$ cat src/rtl/ssu_pkg.sv
// Purpose: Constants and types for the subtract and signed-sum unit.
// Assumes: 32-bit data, 9-bit register addresses, 40 MHz core clock.
// Notes:   Instruction layout is opcode, effect, condition, dest, source.
//
// What this block does
// (RULE1) Magnitude difference: dest minus absolute source
// (RULE2) Magnitude difference flags: zero, unsigned borrow
// (RULE3) Signed difference: zero flag, signed underflow borrow
// (RULE4) Source is register or 9-bit literal
// (RULE5) Word: opcode, effect, condition, dest, source
// (RULE6) Every operation completes in four cycles
// (RULE7) Signed extended difference subtracts source plus borrow
// (RULE8) Signed extended null: prior null and zero
// (RULE9) Unsigned extended difference: source plus borrow, underflow
// (RULE10) Unsigned extended null: prior null and zero
// (RULE11) Caller chains low, middle, top word differences
// (RULE12) Carry-signed sum negates source when borrow set
// (RULE13) Inverted-carry sum negates source when borrow clear
// (RULE14) Inverted-null sum negates source when null clear
// (RULE15) Sums: zero null flag, signed overflow borrow
// (RULE16) Flags change only with their write effect
// (RULE17) Result written unless suppress-result effect given
// (RULE18) Immediate bit selects zero-extended 9-bit literal
package ssu_pkg;
  localparam int DATA_W = 32;        // Data path width
  localparam int ADDR_W = 9;         // Register address width
  localparam int OPC_W  = 6;         // Opcode width
  localparam int INSN_W = 32;        // Instruction width

  // Field positions, counted from bit 0
  localparam int SRC_LSB  = 0;
  localparam int DST_LSB  = 9;
  localparam int COND_LSB = 18;
  localparam int EFF_LSB  = 22;
  localparam int OPC_LSB  = 26;

  // Effect field bit positions (null, borrow, result, immediate)
  localparam int EFF_IMM  = 0;
  localparam int EFF_RES  = 1;
  localparam int EFF_WBOR = 2;
  localparam int EFF_WNUL = 3;

  localparam logic [3:0] COND_ALWAYS = 4'hF;  // Unconditional execution

  // Timing: four cycles per instruction at 25 ns period
  localparam int CLK_PERIOD_NS = 25;
  localparam int OP_TIME_NS    = 100;
  localparam int OP_CYCLES     = (OP_TIME_NS + CLK_PERIOD_NS - 1) / CLK_PERIOD_NS;
  localparam logic [1:0] LAST_PHASE = 2'(OP_CYCLES - 1);

  // Opcodes of the group
  typedef enum logic [5:0] {
    SSU_MAG_DIFF  = 6'h23,   // magnitude_difference_op
    SSU_CSUM      = 6'h24,   // carry_signed_add_op
    SSU_NCSUM     = 6'h25,   // inverted_carry_signed_add_op
    SSU_NZSUM     = 6'h27,   // inverted_null_signed_add_op
    SSU_UX_DIFF   = 6'h33,   // unsigned_extended_difference_op
    SSU_S_DIFF    = 6'h35,   // signed_difference_op
    SSU_SX_DIFF   = 6'h37    // signed_extended_difference_op
  } ssu_opc_t;

  // Sequencer states
  typedef enum logic [1:0] {
    SSU_IDLE  = 2'b00,
    SSU_FETCH = 2'b01,
    SSU_EXEC  = 2'b10
  } ssu_state_t;
endpackage : ssu_pkg

$ cat src/rtl/ssu_alu.sv
// Purpose: Combinational arithmetic core of the subtract and signed-sum unit.
// Assumes: Operands already selected; flags are the values before the op.
// Notes:   Extended ops fold the borrow in as a 33-bit subtraction.
`timescale 1ns/10ps
module ssu_alu
  import ssu_pkg::*;
(
  // Operation and operands
  input  wire logic [OPC_W-1:0]  i_opc,
  input  wire logic [DATA_W-1:0] i_dst,
  input  wire logic [DATA_W-1:0] i_src,
  input  wire logic              i_null,
  input  wire logic              i_borrow,
  // Results
  output logic [DATA_W-1:0]      o_res,
  output logic                   o_null,
  output logic                   o_borrow,
  output logic                   o_valid_op
);
  ////////////////////////////////////////////////////////////////////////
  // Operand shaping
  wire logic              src_neg   = i_src[DATA_W-1];
  wire logic [DATA_W-1:0] src_abs   = src_neg ? DATA_W'(-i_src) : i_src;   // RULE1
  wire logic              cin       = i_borrow;
  wire logic [DATA_W:0]   mag_diff  = {1'b0, i_dst} - {1'b0, src_abs};     // RULE1
  wire logic [DATA_W:0]   ext_diff  = {1'b0, i_dst} - {1'b0, i_src} - {{DATA_W{1'b0}}, cin};
  wire logic [DATA_W-1:0] s_diff    = i_dst - i_src;
  // Signed underflow: operands of unlike sign and result sign differs from dest
  wire logic              s_unf     = (i_dst[DATA_W-1] ^ i_src[DATA_W-1]) &
                                      (s_diff[DATA_W-1] ^ i_dst[DATA_W-1]);  // RULE3
  wire logic              sx_unf    = (i_dst[DATA_W-1] ^ i_src[DATA_W-1]) &
                                      (ext_diff[DATA_W-1] ^ i_dst[DATA_W-1]); // RULE7

  // Sign choice for the three conditional sums
  wire logic negate = (i_opc == SSU_CSUM)  ?  i_borrow :   // RULE12
                      (i_opc == SSU_NCSUM) ? ~i_borrow :   // RULE13
                                             ~i_null;      // RULE14
  wire logic [DATA_W-1:0] sum_src = negate ? DATA_W'(-i_src) : i_src;
  wire logic [DATA_W-1:0] sum     = i_dst + sum_src;
  // Overflow judged on the summed operands; negating the most negative value keeps its sign
  wire logic sum_ovf = ~(i_dst[DATA_W-1] ^ sum_src[DATA_W-1]) &
                       (sum[DATA_W-1] ^ i_dst[DATA_W-1]);   // RULE15

  ////////////////////////////////////////////////////////////////////////
  // Result and flag selection
  always_comb begin
    o_res      = '0;
    o_null     = i_null;
    o_borrow   = i_borrow;
    o_valid_op = 1'b1;
    case (i_opc)
      SSU_MAG_DIFF: begin
        o_res    = mag_diff[DATA_W-1:0];
        o_null   = (mag_diff[DATA_W-1:0] == '0);            // RULE2
        o_borrow = mag_diff[DATA_W];                        // RULE2
      end
      SSU_S_DIFF: begin
        o_res    = s_diff;
        o_null   = (s_diff == '0);                          // RULE3
        o_borrow = s_unf;                                   // RULE3
      end
      SSU_SX_DIFF: begin
        o_res    = ext_diff[DATA_W-1:0];
        o_null   = i_null & (ext_diff[DATA_W-1:0] == '0);   // RULE8
        o_borrow = sx_unf;                                  // RULE7
      end
      SSU_UX_DIFF: begin
        o_res    = ext_diff[DATA_W-1:0];
        o_null   = i_null & (ext_diff[DATA_W-1:0] == '0);   // RULE10
        o_borrow = ext_diff[DATA_W];                        // RULE9
      end
      SSU_CSUM, SSU_NCSUM, SSU_NZSUM: begin
        o_res    = sum;
        o_null   = (sum == '0);                             // RULE15
        o_borrow = sum_ovf;                                 // RULE15
      end
      default: begin
        o_valid_op = 1'b0;
      end
    endcase
  end
endmodule : ssu_alu

$ cat src/rtl/ssu_unit.sv
// Purpose: Four-cycle execution unit for the subtract and signed-sum group.
// Assumes: Register file answers a read in the same cycle as its address.
// Notes:   Multi-word chains rely on the caller ordering the words.
`timescale 1ns/10ps
module ssu_unit
  import ssu_pkg::*;
(
  // Clock and reset
  input  wire logic              i_clk_sys,
  input  wire logic              i_rst,
  // Instruction issue
  input  wire logic              i_issue,
  input  wire logic [INSN_W-1:0] i_insn,
  output logic                   o_busy,
  output logic                   o_done,
  output logic                   o_illegal,
  // Register file read ports
  output logic [ADDR_W-1:0]      o_rd_dst_addr,
  output logic [ADDR_W-1:0]      o_rd_src_addr,
  input  wire logic [DATA_W-1:0] i_rd_dst_data,
  input  wire logic [DATA_W-1:0] i_rd_src_data,
  // Register file write port
  output logic                   o_wr_en,
  output logic [ADDR_W-1:0]      o_wr_addr,
  output logic [DATA_W-1:0]      o_wr_data,
  // Flags
  output logic                   o_null_flag,
  output logic                   o_borrow_flag
);
  ////////////////////////////////////////////////////////////////////////
  // State
  ssu_state_t        state_reg,  state_next;
  logic [1:0]        phase_reg,  phase_next;    // Cycle within the op
  logic [INSN_W-1:0] insn_reg,   insn_next;     // Latched instruction
  logic [DATA_W-1:0] dst_reg,    dst_next;      // Captured dest operand
  logic [DATA_W-1:0] src_reg,    src_next;      // Captured source operand
  logic              null_reg,   null_next;     // Null flag
  logic              bor_reg,    bor_next;      // Borrow flag
  logic              wr_en_reg,  wr_en_next;    // Write-back strobe
  logic [DATA_W-1:0] wr_data_reg, wr_data_next; // Write-back data
  logic              done_reg,   done_next;     // Completion pulse
  logic              ill_reg,    ill_next;      // Illegal opcode pulse

  ////////////////////////////////////////////////////////////////////////
  // Instruction field decode
  wire logic [OPC_W-1:0]  f_opc  = insn_reg[OPC_LSB +: OPC_W];     // RULE5
  wire logic [3:0]        f_eff  = insn_reg[EFF_LSB +: 4];         // RULE5
  wire logic [3:0]        f_cond = insn_reg[COND_LSB +: 4];        // RULE5
  wire logic [ADDR_W-1:0] f_dst  = insn_reg[DST_LSB +: ADDR_W];    // RULE5
  wire logic [ADDR_W-1:0] f_src  = insn_reg[SRC_LSB +: ADDR_W];    // RULE5
  wire logic write_null_flag_effect   = f_eff[EFF_WNUL];
  wire logic write_borrow_flag_effect = f_eff[EFF_WBOR];
  wire logic suppress_result_write    = ~f_eff[EFF_RES];
  wire logic imm_sel                  = f_eff[EFF_IMM];
  // Other condition codes are never executed by this unit; they retire silently
  wire logic cond_ok = (f_cond == COND_ALWAYS);

  // Immediate takes the zero-extended literal in place of the register
  wire logic [DATA_W-1:0] src_sel = imm_sel ? {{(DATA_W-ADDR_W){1'b0}}, f_src}
                                            : i_rd_src_data;    // RULE4 RULE18

  ////////////////////////////////////////////////////////////////////////
  // Arithmetic core
  logic [DATA_W-1:0] alu_res;
  logic              alu_null;
  logic              alu_bor;
  logic              alu_valid;

  ssu_alu u_alu (
    .i_opc      (f_opc),
    .i_dst      (dst_reg),
    .i_src      (src_reg),
    .i_null     (null_reg),
    .i_borrow   (bor_reg),
    .o_res      (alu_res),
    .o_null     (alu_null),
    .o_borrow   (alu_bor),
    .o_valid_op (alu_valid)
  );

  wire logic commit   = (state_reg == SSU_EXEC) && (phase_reg == LAST_PHASE);
  wire logic exec_ok  = commit && cond_ok && alu_valid;

  ////////////////////////////////////////////////////////////////////////
  // Next-state logic
  always_comb begin
    state_next   = state_reg;
    phase_next   = phase_reg;
    insn_next    = insn_reg;
    dst_next     = dst_reg;
    src_next     = src_reg;
    null_next    = null_reg;
    bor_next     = bor_reg;
    wr_en_next   = 1'b0;
    wr_data_next = wr_data_reg;
    done_next    = 1'b0;
    ill_next     = 1'b0;
    case (state_reg)
      SSU_IDLE: begin
        // Accept a new instruction; phase 0 is the issue cycle
        if (i_issue) begin
          insn_next  = i_insn;
          phase_next = 2'd1;
          state_next = SSU_FETCH;
        end
      end
      SSU_FETCH: begin
        // Register file data is valid now; capture both operands
        dst_next   = i_rd_dst_data;
        src_next   = src_sel;
        phase_next = phase_reg + 2'd1;
        state_next = SSU_EXEC;
      end
      SSU_EXEC: begin
        if (commit) begin
          // Whole op spans issue through commit: four cycles
          state_next = SSU_IDLE;                                  // RULE6
          phase_next = 2'd0;
          done_next  = 1'b1;
          ill_next   = cond_ok && !alu_valid;
          if (exec_ok && write_null_flag_effect) begin
            null_next = alu_null;                                 // RULE16
          end
          if (exec_ok && write_borrow_flag_effect) begin
            bor_next  = alu_bor;                                  // RULE16
          end
          wr_en_next   = exec_ok && !suppress_result_write;       // RULE17
          wr_data_next = alu_res;
        end else begin
          phase_next = phase_reg + 2'd1;
        end
      end
      default: begin
        state_next = SSU_IDLE;
        phase_next = 2'd0;
      end
    endcase
  end

  ////////////////////////////////////////////////////////////////////////
  // State registers
  always_ff @(posedge i_clk_sys) begin
    if (i_rst) begin
      state_reg   <= SSU_IDLE;
      phase_reg   <= 2'd0;
      insn_reg    <= '0;
      dst_reg     <= '0;
      src_reg     <= '0;
      null_reg    <= 1'b0;
      bor_reg     <= 1'b0;
      wr_en_reg   <= 1'b0;
      wr_data_reg <= '0;
      done_reg    <= 1'b0;
      ill_reg     <= 1'b0;
    end else begin
      state_reg   <= state_next;
      phase_reg   <= phase_next;
      insn_reg    <= insn_next;
      dst_reg     <= dst_next;
      src_reg     <= src_next;
      null_reg    <= null_next;
      bor_reg     <= bor_next;
      wr_en_reg   <= wr_en_next;
      wr_data_reg <= wr_data_next;
      done_reg    <= done_next;
      ill_reg     <= ill_next;
    end
  end

  ////////////////////////////////////////////////////////////////////////
  // Outputs
  assign o_busy        = (state_reg != SSU_IDLE);
  assign o_done        = done_reg;
  assign o_illegal     = ill_reg;
  assign o_rd_dst_addr = f_dst;
  assign o_rd_src_addr = f_src;
  assign o_wr_en       = wr_en_reg;
  assign o_wr_addr     = f_dst;
  assign o_wr_data     = wr_data_reg;
  assign o_null_flag   = null_reg;
  assign o_borrow_flag = bor_reg;
endmodule : ssu_unit

$ cat config.mk
export PLATFORM = sky130hd
export DESIGN_NAME = ssu_unit
export DESIGN_NICKNAME = d
export VERILOG_FILES = /design/src/rtl/ssu_pkg.sv /design/src/rtl/ssu_alu.sv /design/src/rtl/ssu_unit.sv
export SDC_FILE = /design/constraint.sdc
export NUM_CORES = 1
export LEC_CHECK = 0
export BUFFER_PORTS_ARGS = -buffer_cell sky130_fd_sc_hd__buf_4
export CORE_MARGIN = 2
export CORE_UTILIZATION = 30
export DETAILED_ROUTE_END_ITERATION = 10
export GPL_TIMING_DRIVEN = 0
export PLACE_DENSITY = 0.45
export SETUP_SLACK_MARGIN = 0.02
export SKIP_CTS_REPAIR_TIMING = 1
export SLEW_MARGIN = 10
export SYNTH_ARGS = -nofsm -noshare
export SYNTH_HDL_FRONTEND = slang
export SYNTH_SLANG_ARGS = --single-unit
$ cat constraint.sdc
create_clock -name i_clk_sys -period 6.8 [get_ports i_clk_sys]
set_input_delay 1.36 -clock i_clk_sys [delete_from_list [all_inputs] [get_ports i_clk_sys]]
set_output_delay 1.36 -clock i_clk_sys [all_outputs]
set_load 0.01 [all_outputs]
==> results of run 1 <==
[worst max-delay path, cell delays in order (launching register included)]
cell,delay [ns]
dfxtp_1,0.60
nor2_1,0.15
nand3_1,0.28
mux2i_4,0.44
clkbuf_2,0.41
nand2_1,0.12
xnor2_1,0.14
ha_1,0.34
o21ai_0,0.12
o21ai_0,0.31
nand2_1,0.17
o41ai_4,0.51
a211oi_2,0.19
o31ai_1,0.49
a31oi_1,0.17
xor2_1,0.49
nand4_1,0.27
a2111oi_0,0.55
nand4_1,0.25
o41ai_1,0.43
[final timing paths]
| kind | end |
|---|---|
| max | o_null_flag$_SDFFE_PP0P_ |
| max reg2reg | o_null_flag$_SDFFE_PP0P_ |
| min reg2reg | insn_reg[23]$_SDFFE_PP0P_ |
| min | insn_reg[23]$_SDFFE_PP0P_ |
[Yosys cell counts, types with 11 or more instances]
| cell type | number | share of area (%) |
|---|---|---|
| a221oi_1 | 11 | 0.63 |
| ha_1 | 161 | 13 |
| a21oi_1 | 224 | 7.4 |
| nor3_1 | 46 | 1.5 |
| and2_1 | 12 | 0.49 |
| o21ai_0 | 93 | 3.1 |
| or3_1 | 15 | 0.62 |
| nand3_1 | 37 | 1.2 |
| nand2b_1 | 13 | 0.53 |
| o21a_1 | 23 | 1.1 |
| xnor2_1 | 130 | 7.5 |
| a22oi_1 | 13 | 0.64 |
| nor4_1 | 19 | 0.78 |
| inv_1 | 158 | 3.9 |
| clkbuf_1 | 99 | 2.4 |
| a31oi_1 | 26 | 1.1 |
| nand4_1 | 37 | 1.5 |
| o31ai_1 | 20 | 0.99 |
| mux2i_1 | 14 | 0.92 |
| xor2_1 | 28 | 1.6 |
| nor2b_1 | 16 | 0.66 |
| o21bai_1 | 20 | 0.99 |
| nor2_1 | 127 | 3.1 |
| o221ai_1 | 11 | 0.63 |
| nand3b_1 | 31 | 1.5 |
| dfxtp_1 | 137 | 18 |
| a211oi_1 | 35 | 1.7 |
| buf_4 | 27 | 1.3 |
| a21o_1 | 51 | 2.5 |
| nand2_1 | 277 | 6.8 |
| o211ai_1 | 21 | 1.0 |
[cell families (layout without fill, tap and decap cells)]
family	after synthesis	count (layout)	synth area share (%)
simple gates	683	683	21.73
compound gates	654	654	28.00
buf+inv	299	491	8.150
fa+ha+maj	166	166	13.88
xor+xnor	158	158	9.086
flops	137	137	18.01
mux	17	17	1.142
[per-stage QoR]
| stage | std cells | hold slack (ns) | area (um2) | worst slack (ns) |
|---|---|---|---|---|
| floorplan | 2114 | 0.4318 | 15230 | 1.960 |
| global placement | 2948 | 0.4383 | 17290 | -0.3893 |
| detailed placement | 2948 | 0.4463 | 17290 | -0.4787 |
| CTS | 2980 | 0.4540 | 17890 | -0.5003 |
| global route | 2978 | 0.4751 | 17910 | 0.07534 |
| finish | 2978 | 0.4498 | 17910 | 0.2447 |
[per-layer routing]
metal,track usage [%],wire length [um],vias to the layer above
li1,-,-,7900
met1,34.72,31840,7720
met2,42.33,31250,567
met3,5.740,4985,70
met4,6.717,1403,0
met5,0,0,-
[power breakdown]
part | leakage (nW) | internal [mW] | switching (mW)
sequential | 1.12 | 0.838 | 0.0642
clock | 0.287 | 0.557 | 0.448
combinational | 6.13 | 0.916 | 1.55
total | 7.53 | 2.31 | 2.06
[cell type report]
type                    count  area, um2
plain buffers             139      643.1
clock inverters            14      160.2
well taps                 672      840.8
fillers                  5532      32260
flip-flops and latches    137       2743
inverters                 158      593.1
multi-input cells        1678      11270
clock buffers              18      439.2
repair buffers            162       1216
==> run metrics, run 1 <==
total number of vias=between 15,000 and 20,000; Worst Setup End Kind=register; worst path required time=roughly 7.2 ns; Final Max Tran Viols=0; Port Buffers=162; endpoints failing hold=0; Async SR Flop Fraction=0%; worst rel slew slack=between 10% and 20%; Final Setup Violations=0; initial antenna violation count=1; CTS max path bufs=2; Pwr per Cell Area=244.1 nW/um2; CTS tree=built; Ys Warns=0; first-pass GRT wire length=101,100 um; Critical R2R Launch=insn_reg[30]$_SDFFE_PP0P_; mean post-synth cell area=between 7 and 8 um2; Power Total=between 4 and 5 mW; kind of critical path=register to register; status=completed; Rows=82; vias in the first global route=approximately 16,000; Mapped Cells=2,114; Mapped Area=15,230 um2; RSZ-0062 raised after global routing=no; Startpoint Class=register; Worst Hold Launch=insn_reg[23]$_SDFFE_PP0P_; GRT Residual Overflow=0; Final Cycle Share=between 90 and 100%; WL final=69,480 um; initial drt markers=~1,400; sequential element share of the synthesized area=18.01%; GPL Wtd Cong=0.9551; DRT Pass-1 Iters=6; Reg2Reg Depth=19; core region area=50,170 um2; Mapped Nets=2,379; worst slew pin tran=1.242 ns; Critical Path AT=6.93 ns; clock-pin slew on the worst setup and hold paths=approximately 0.070 ns; VDD IR-drop max=~0.15 mV; Tmin final=roughly 6.6 ns; fraction of final layout cells sized beyond drive strength 1=a little under an eighth; largest net degree at the start of global routing=17; Vias/cell=5.459; HP Class=register to register; Vert. Die Dim=229.3 um; CTS root buffer=clkbuf_16; max-cap violation count=0; Area growth syn-to-layout=17.60%; number of synthesized flops with an enable pin=0; most frequent cells in the layout=nand2_1 (277), a21oi_1 (224), buf_4 (189), ha_1 (161), inv_1 (158); Fin Setup TNS=0 ns; cts bufs inserted=17; Top Ports=164; worst skew pair latency=between 0.4 and 0.5 ns; Post-synth top flop=dfxtp_1; Critical Path Start=insn_reg[30]$_SDFFE_PP0P_; htree depth=4; Die Wd=229.3 um; Detail Route Antenna Nets=0; Hold Path Depth=2; flop2flop setup slack=0.24 ns; Finished Core Util=35.70%; GRT Overall Usage=about a quarter; commonest non-fill, non-tap cell in the layout=nand2_1; die area=52,580 um2; synthesis-stage register bit count=between 100 and 150; Num Clock Sinks=137; Routed WL per cell=23.33 um; DP HPWL=approximately 58,000 um; starting density of the core=30.36%; Final nets=2,558; DR DRC count=0; Leak=between 7 and 8 nW; Distinct cells, synth=84; achievable frequency=0.1525 GHz; Crit Path Max Fanout=10; clk_skew=0.01281 ns; # diodes=0
Note: power is estimated with default switching activity, not from simulation.
==> inputs of run 2 (changes only) <==
--- a/config.mk
+++ b/config.mk
@@ -10,7 +10,6 @@
 export CORE_UTILIZATION = 30
 export DETAILED_ROUTE_END_ITERATION = 10
 export GPL_TIMING_DRIVEN = 0
-export PLACE_DENSITY = 0.45
 export SETUP_SLACK_MARGIN = 0.02
 export SKIP_CTS_REPAIR_TIMING = 1
 export SLEW_MARGIN = 10
==> run 2 against run 1 <==
Against the previous run:
- critical path depth rose by 1
- die area stayed put
- global-route usage is 0.99 points lower
- cell count about the same
==> run metrics, run 2 (synthesis gave the netlist of run 1 again) <==
status=completed; DP HPWL=between 50,000 and 60,000 um; Area growth syn-to-layout=17.49%; Rows=82; crit path buf inv count=2; final hold slack=0.4506 ns; GRT Residual Overflow=0; CP max stage cell=a2111oi_0; Crit Path Max Fanout=10; clock-pin slew on the worst setup and hold paths=~0.070 ns; VDD IR-drop max=about 0.20 mV; Pwr per Cell Area=roughly 240 nW/um2; DRT Pass-1 Iters=8; Worst Hold Launch=insn_reg[31]$_SDFFE_PP0P_; fillcell total=between 5,000 and 6,000; starting density of the core=30.36%; worst slew pin tran=1.233 ns; initial antenna violation count=1; worst skew pair latency=around 0.47 ns; # diodes=0; achievable frequency=0.1563 GHz; die area=52,580 um2; first-pass GRT wire length=99,440 um; Vias/cell=5.557; Critical Path AT=6.77 ns; vias in the first global route=15,970; total number of vias=16,560; largest net degree at the start of global routing=17; Vert. Die Dim=approximately 230 um; clk_skew=0.01466 ns; Top Ports=164; Worst path max stage delay=approximately 0.57 ns; Critical Path Start=insn_reg[30]$_SDFFE_PP0P_; CTS root buffer=clkbuf_16; Final Setup Violations=0; Num Clock Sinks=about 140; CTS max path bufs=2; kind of critical path=register to register; htree depth=4; initial drt markers=1,655; Routed WL per cell=22.66 um; endpoints failing hold=0; worst rel slew slack=about 18%; WL final=67,510 um; Worst path top cell family by delay=compound AO/OA/AOI/OAI gates; DR DRC count=0; Power Total=approximately 4.3 mW; critical path, cell by cell=clkbuf_1, nor2_1, nand3_1, mux2i_2, clkbuf_2, nand2_1, xnor2_1, ha_1, o21ai_0, o21ai_0, nand2_1, o41ai_4, a211oi_2, o31ai_1, a31oi_1, xor2_1, nand4_1, a2111oi_0, nand4_1, o41ai_1; core region area=50,170 um2; cts bufs inserted=17; max-cap violation count=0; RSZ-0062 raised after global routing=no; commonest non-fill, non-tap cell in the layout=nand2_1; fraction of final layout cells sized beyond drive strength 1=11.44%; Final Max Tran Viols=0; Port Buffers=162; Worst Setup End Kind=register; Final nets=2,560; Detail Route Antenna Nets=0; worst path required time=7.17 ns; GRT Overall Usage=roughly a quarter; HP Class=register to register; Die Wd=229.3 um; GPL Wtd Cong=0.9979; most frequent cells in the layout=nand2_1 (277), a21oi_1 (224), buf_4 (189), ha_1 (161), inv_1 (158); Fin Setup TNS=0 ns; Leak=between 7 and 8 nW; Tmin final=6.399 ns; Final Cycle Share=between 90% and 100%; Critical R2R Launch=insn_reg[30]$_SDFFE_PP0P_; Startpoint Class=register; area of the multi-input gates=11,270 um2; Reg area=2743 um2; CTS tree=built
run 2: path summary, 6_finish.rpt:
path / endpoint / slack, ns / cells past startpoint
hold reg to reg: insn_reg[31]$_SDFFE_PP0P_ / 0.45 / 2
hold / removal: insn_reg[31]$_SDFFE_PP0P_ / 0.45 / 2
setup / recovery: o_null_flag$_SDFFE_PP0P_ / 0.40 / 20
setup reg to reg: o_null_flag$_SDFFE_PP0P_ / 0.40 / 20
run 2: per-stage QoR:
| stage | cell area (um2) | std cells | setup WS, ns | utilization, % |
|---|---|---|---|---|
| floorplan | 15230 | 2114 | 1.960 | - |
| global placement | 17290 | 2948 | 0.1788 | 34.46 |
| detailed placement | 17290 | 2948 | 0.03869 | 34.47 |
| CTS | 17880 | 2980 | 0.02800 | 35.63 |
| global route | 17890 | 2980 | 0.09659 | 35.67 |
| finish | 17890 | 2980 | 0.4009 | 35.67 |
run 2: worst register-to-register path: stages (launching register included):
cell	delay [ns]
dfxtp_1	0.31
clkbuf_1	0.37
nor2_1	0.14
nand3_1	0.19
mux2i_2	0.42
clkbuf_2	0.41
nand2_1	0.12
xnor2_1	0.14
ha_1	0.35
o21ai_0	0.13
o21ai_0	0.30
nand2_1	0.17
o41ai_4	0.48
a211oi_2	0.19
o31ai_1	0.49
a31oi_1	0.17
xor2_1	0.47
nand4_1	0.25
a2111oi_0	0.57
nand4_1	0.24
o41ai_1	0.38
run 2: cell type report:
cell class / instances / share of cell area [%]
multi-input cells: 1678 / 62.96
flip-flops and latches: 137 / 15.33
clock buffers: 19 / 2.531
well taps: 672 / 4.699
repair buffers: 162 / 6.797
clock inverters: 13 / 0.7342
plain buffers: 141 / 3.636
inverters: 158 / 3.314
run 2: power breakdown:
group          switching [mW]  internal [mW]  leakage, nW
Sequential             0.0601          0.838         1.12
Clock                   0.430          0.531        0.283
Combinational            1.56          0.916         6.13
Total                    2.05           2.28         7.53
run 2: layer usage:
layer | global-route usage [%] | up-vias | share of wire [%]
met5 | 0 | - | 0
met4 | 8.868 | 0 | 3.5
met3 | 5.055 | 116 | 7.7
met2 | 40.63 | 683 | 44
met1 | 32.86 | 7836 | 44
li1 | - | 7926 | -
==> inputs of run 3 (changes only) <==
--- a/config.mk
+++ b/config.mk
@@ -6,8 +6,9 @@
 export NUM_CORES = 1
 export LEC_CHECK = 0
 export BUFFER_PORTS_ARGS = -buffer_cell sky130_fd_sc_hd__buf_4
-export CORE_MARGIN = 2
+export CORE_MARGIN = 1
 export CORE_UTILIZATION = 30
+export CTS_BUF_LIST = sky130_fd_sc_hd__clkbuf_4 sky130_fd_sc_hd__clkbuf_8
 export DETAILED_ROUTE_END_ITERATION = 10
 export GPL_TIMING_DRIVEN = 0
 export SETUP_SLACK_MARGIN = 0.02
==> run 3 against run 2 <==
Against the previous run:
- die area decreased by 1.7%
- first-iteration DRC count increased by 8.6%
- via count increased by 0.45%
- final area decreased by 0.94%
- non-clock buffer count unchanged
- critical path depth unchanged
- worst setup slack improved by 0.15 ns
- core utilization decreased by 0.26 points
- cell count unchanged
- combinational power increased by 2%
- largest power group unchanged
==> run metrics, run 3 (synthesis gave the netlist of run 1 again) <==
status=completed; Top Ports=164; Met3 Routed Length=roughly 5200 um; DP Area=17,290 um2; achievable frequency=roughly 0.16 GHz; DRT Pass-1 Iters=9; DR DRC count=0; worst skew pair latency=0.54 ns; Final Setup Violations=0; starting density of the core=roughly 30%; total number of vias=roughly 17,000; core region area=50,070 um2; worst path required time=7.20 ns; Fin Setup TNS=0 ns; Worst Setup End Kind=register; first-pass GRT wire length=a little over 100,000 um; power share of the sequential group=21.7%; RSZ-0062 raised after global routing=no; fraction of final layout cells sized beyond drive strength 1=11.48%; max-cap violation count=0; most frequent cells in the layout=nand2_1 (277), a21oi_1 (224), buf_4 (189), ha_1 (161), inv_1 (158); Critical Path AT=6.66 ns; GRT Overall Usage=26.43%; Pwr per Cell Area=233.6 nW/um2; fillcell total=5,545; Port Buffers=162; largest net degree at the start of global routing=17; worst rel slew slack=10.31%; Comb power frac=60.7%; Switching Fraction=50.05%; worst slew pin tran=approximately 1.3 ns; VDD IR-drop max=0.1407 mV; Leak=7.450 nW; GRT Residual Overflow=0; Startpoint Class=register; clock-pin slew on the worst setup and hold paths=0.10 ns; met2 wire length=between 30,000 and 40,000 um; kind of critical path=register to register; initial drt markers=1,797; CTS root buffer=clkbuf_8; Area growth syn-to-layout=16.39%; Reg2Reg Depth=20; cts bufs inserted=17; final instance area=17,730 um2; Detail Route Antenna Nets=0; Psw=slightly above 2 mW; CTS max path bufs=2; GPL Wtd Cong=1.021; Final Cycle Share=91.96%; CTS tree=built; wl on met1=31,090 um; Routed WL per cell=23.03 um; clk_skew=0.02933 ns; Hold Path Depth=2; Final Max Tran Viols=0; initial antenna violation count=1; Crit Path Max Fanout=10; Finished Core Util=35.40%; flop2flop setup slack=approximately 0.55 ns; HP Class=register to register; commonest non-fill, non-tap cell in the layout=nand2_1; # diodes=0; htree depth=4; Tmin final=between 6 and 7 ns; Final nets=2,560; DP HPWL=roughly 58,000 um; vias in the first global route=roughly 16,000; WL final=68,630 um; cell-internal power=~2.1 mW; die area=51,670 um2; Die Wd=between 200 and 250 um; Num Clock Sinks=137; endpoints failing hold=0; Top Layer Used=met4; Vias/cell=5.583; clock share of power=about 18%; Rows=82; Vert. Die Dim=227.3 um
[run 3: critical path, cell delays in order (launching register included)]
cell	delay [ns]
dfxtp_1	0.31
clkbuf_1	0.42
nor2_1	0.15
nand3_1	0.26
mux2i_4	0.42
clkbuf_2	0.39
nand2_1	0.12
xnor2_1	0.14
ha_1	0.34
o21ai_0	0.12
o21ai_0	0.31
nand2_1	0.16
o41ai_4	0.51
a211oi_2	0.21
o31ai_2	0.38
xor2_1	0.21
nor4_1	0.34
nand4_1	0.15
a2111oi_0	0.52
nand4_1	0.19
o41ai_1	0.47
[run 3: per-layer routing]
layer | track usage, % | vias up
met2 | 41.80 | 707
met5 | 0 | -
li1 | - | 7920
met1 | 36.45 | 7911
met3 | 4.143 | 98
met4 | 8.530 | 0
[run 3: path summary, 6_finish.rpt]
check | start | endpoint
worst min register to register | insn_reg[23]$_SDFFE_PP0P_ | insn_reg[23]$_SDFFE_PP0P_
worst max-delay path | insn_reg[30]$_SDFFE_PP0P_ | o_null_flag$_SDFFE_PP0P_
worst max register to register | insn_reg[30]$_SDFFE_PP0P_ | o_null_flag$_SDFFE_PP0P_
worst min-delay path | insn_reg[23]$_SDFFE_PP0P_ | insn_reg[23]$_SDFFE_PP0P_
[run 3: stage by stage]
stage               setup WS, ns  hold slack (ns)  power (mW)  instances
floorplan                  1.960           0.4318       2.564       2114
global placement        -0.09199           0.4409       3.342       2948
detailed placement       -0.1189           0.4481       3.346       2948
CTS                      -0.1631           0.4610       4.090       2980
global route             0.09546           0.4744       4.371       2980
finish                    0.5467           0.4569       4.142       2980
[run 3: layout make-up]
cell class | instances | area (um2) | share of cell area [%]
Timing Repair Buffer | 162 | 1216 | 6.861
Buffer | 141 | 650.6 | 3.670
Multi-Input combinational cell | 1678 | 11280 | 63.63
Tap cell | 672 | 840.8 | 4.743
Clock inverter | 14 | 155.1 | 0.8753
Clock buffer | 18 | 247.7 | 1.398
Inverter | 158 | 593.1 | 3.346
Sequential cell | 137 | 2743 | 15.47
[run 3: power groups by stage]
stage,logic (mW),registers (mW),clock network [mW]
2_1_floorplan,1.68,0.887,0
3_3_place_gp,2.43,0.914,0
3_5_place_dp,2.43,0.916,0
4_1_cts,2.45,0.897,0.746
5_1_grt,2.69,0.904,0.777
6_report,2.51,0.899,0.730
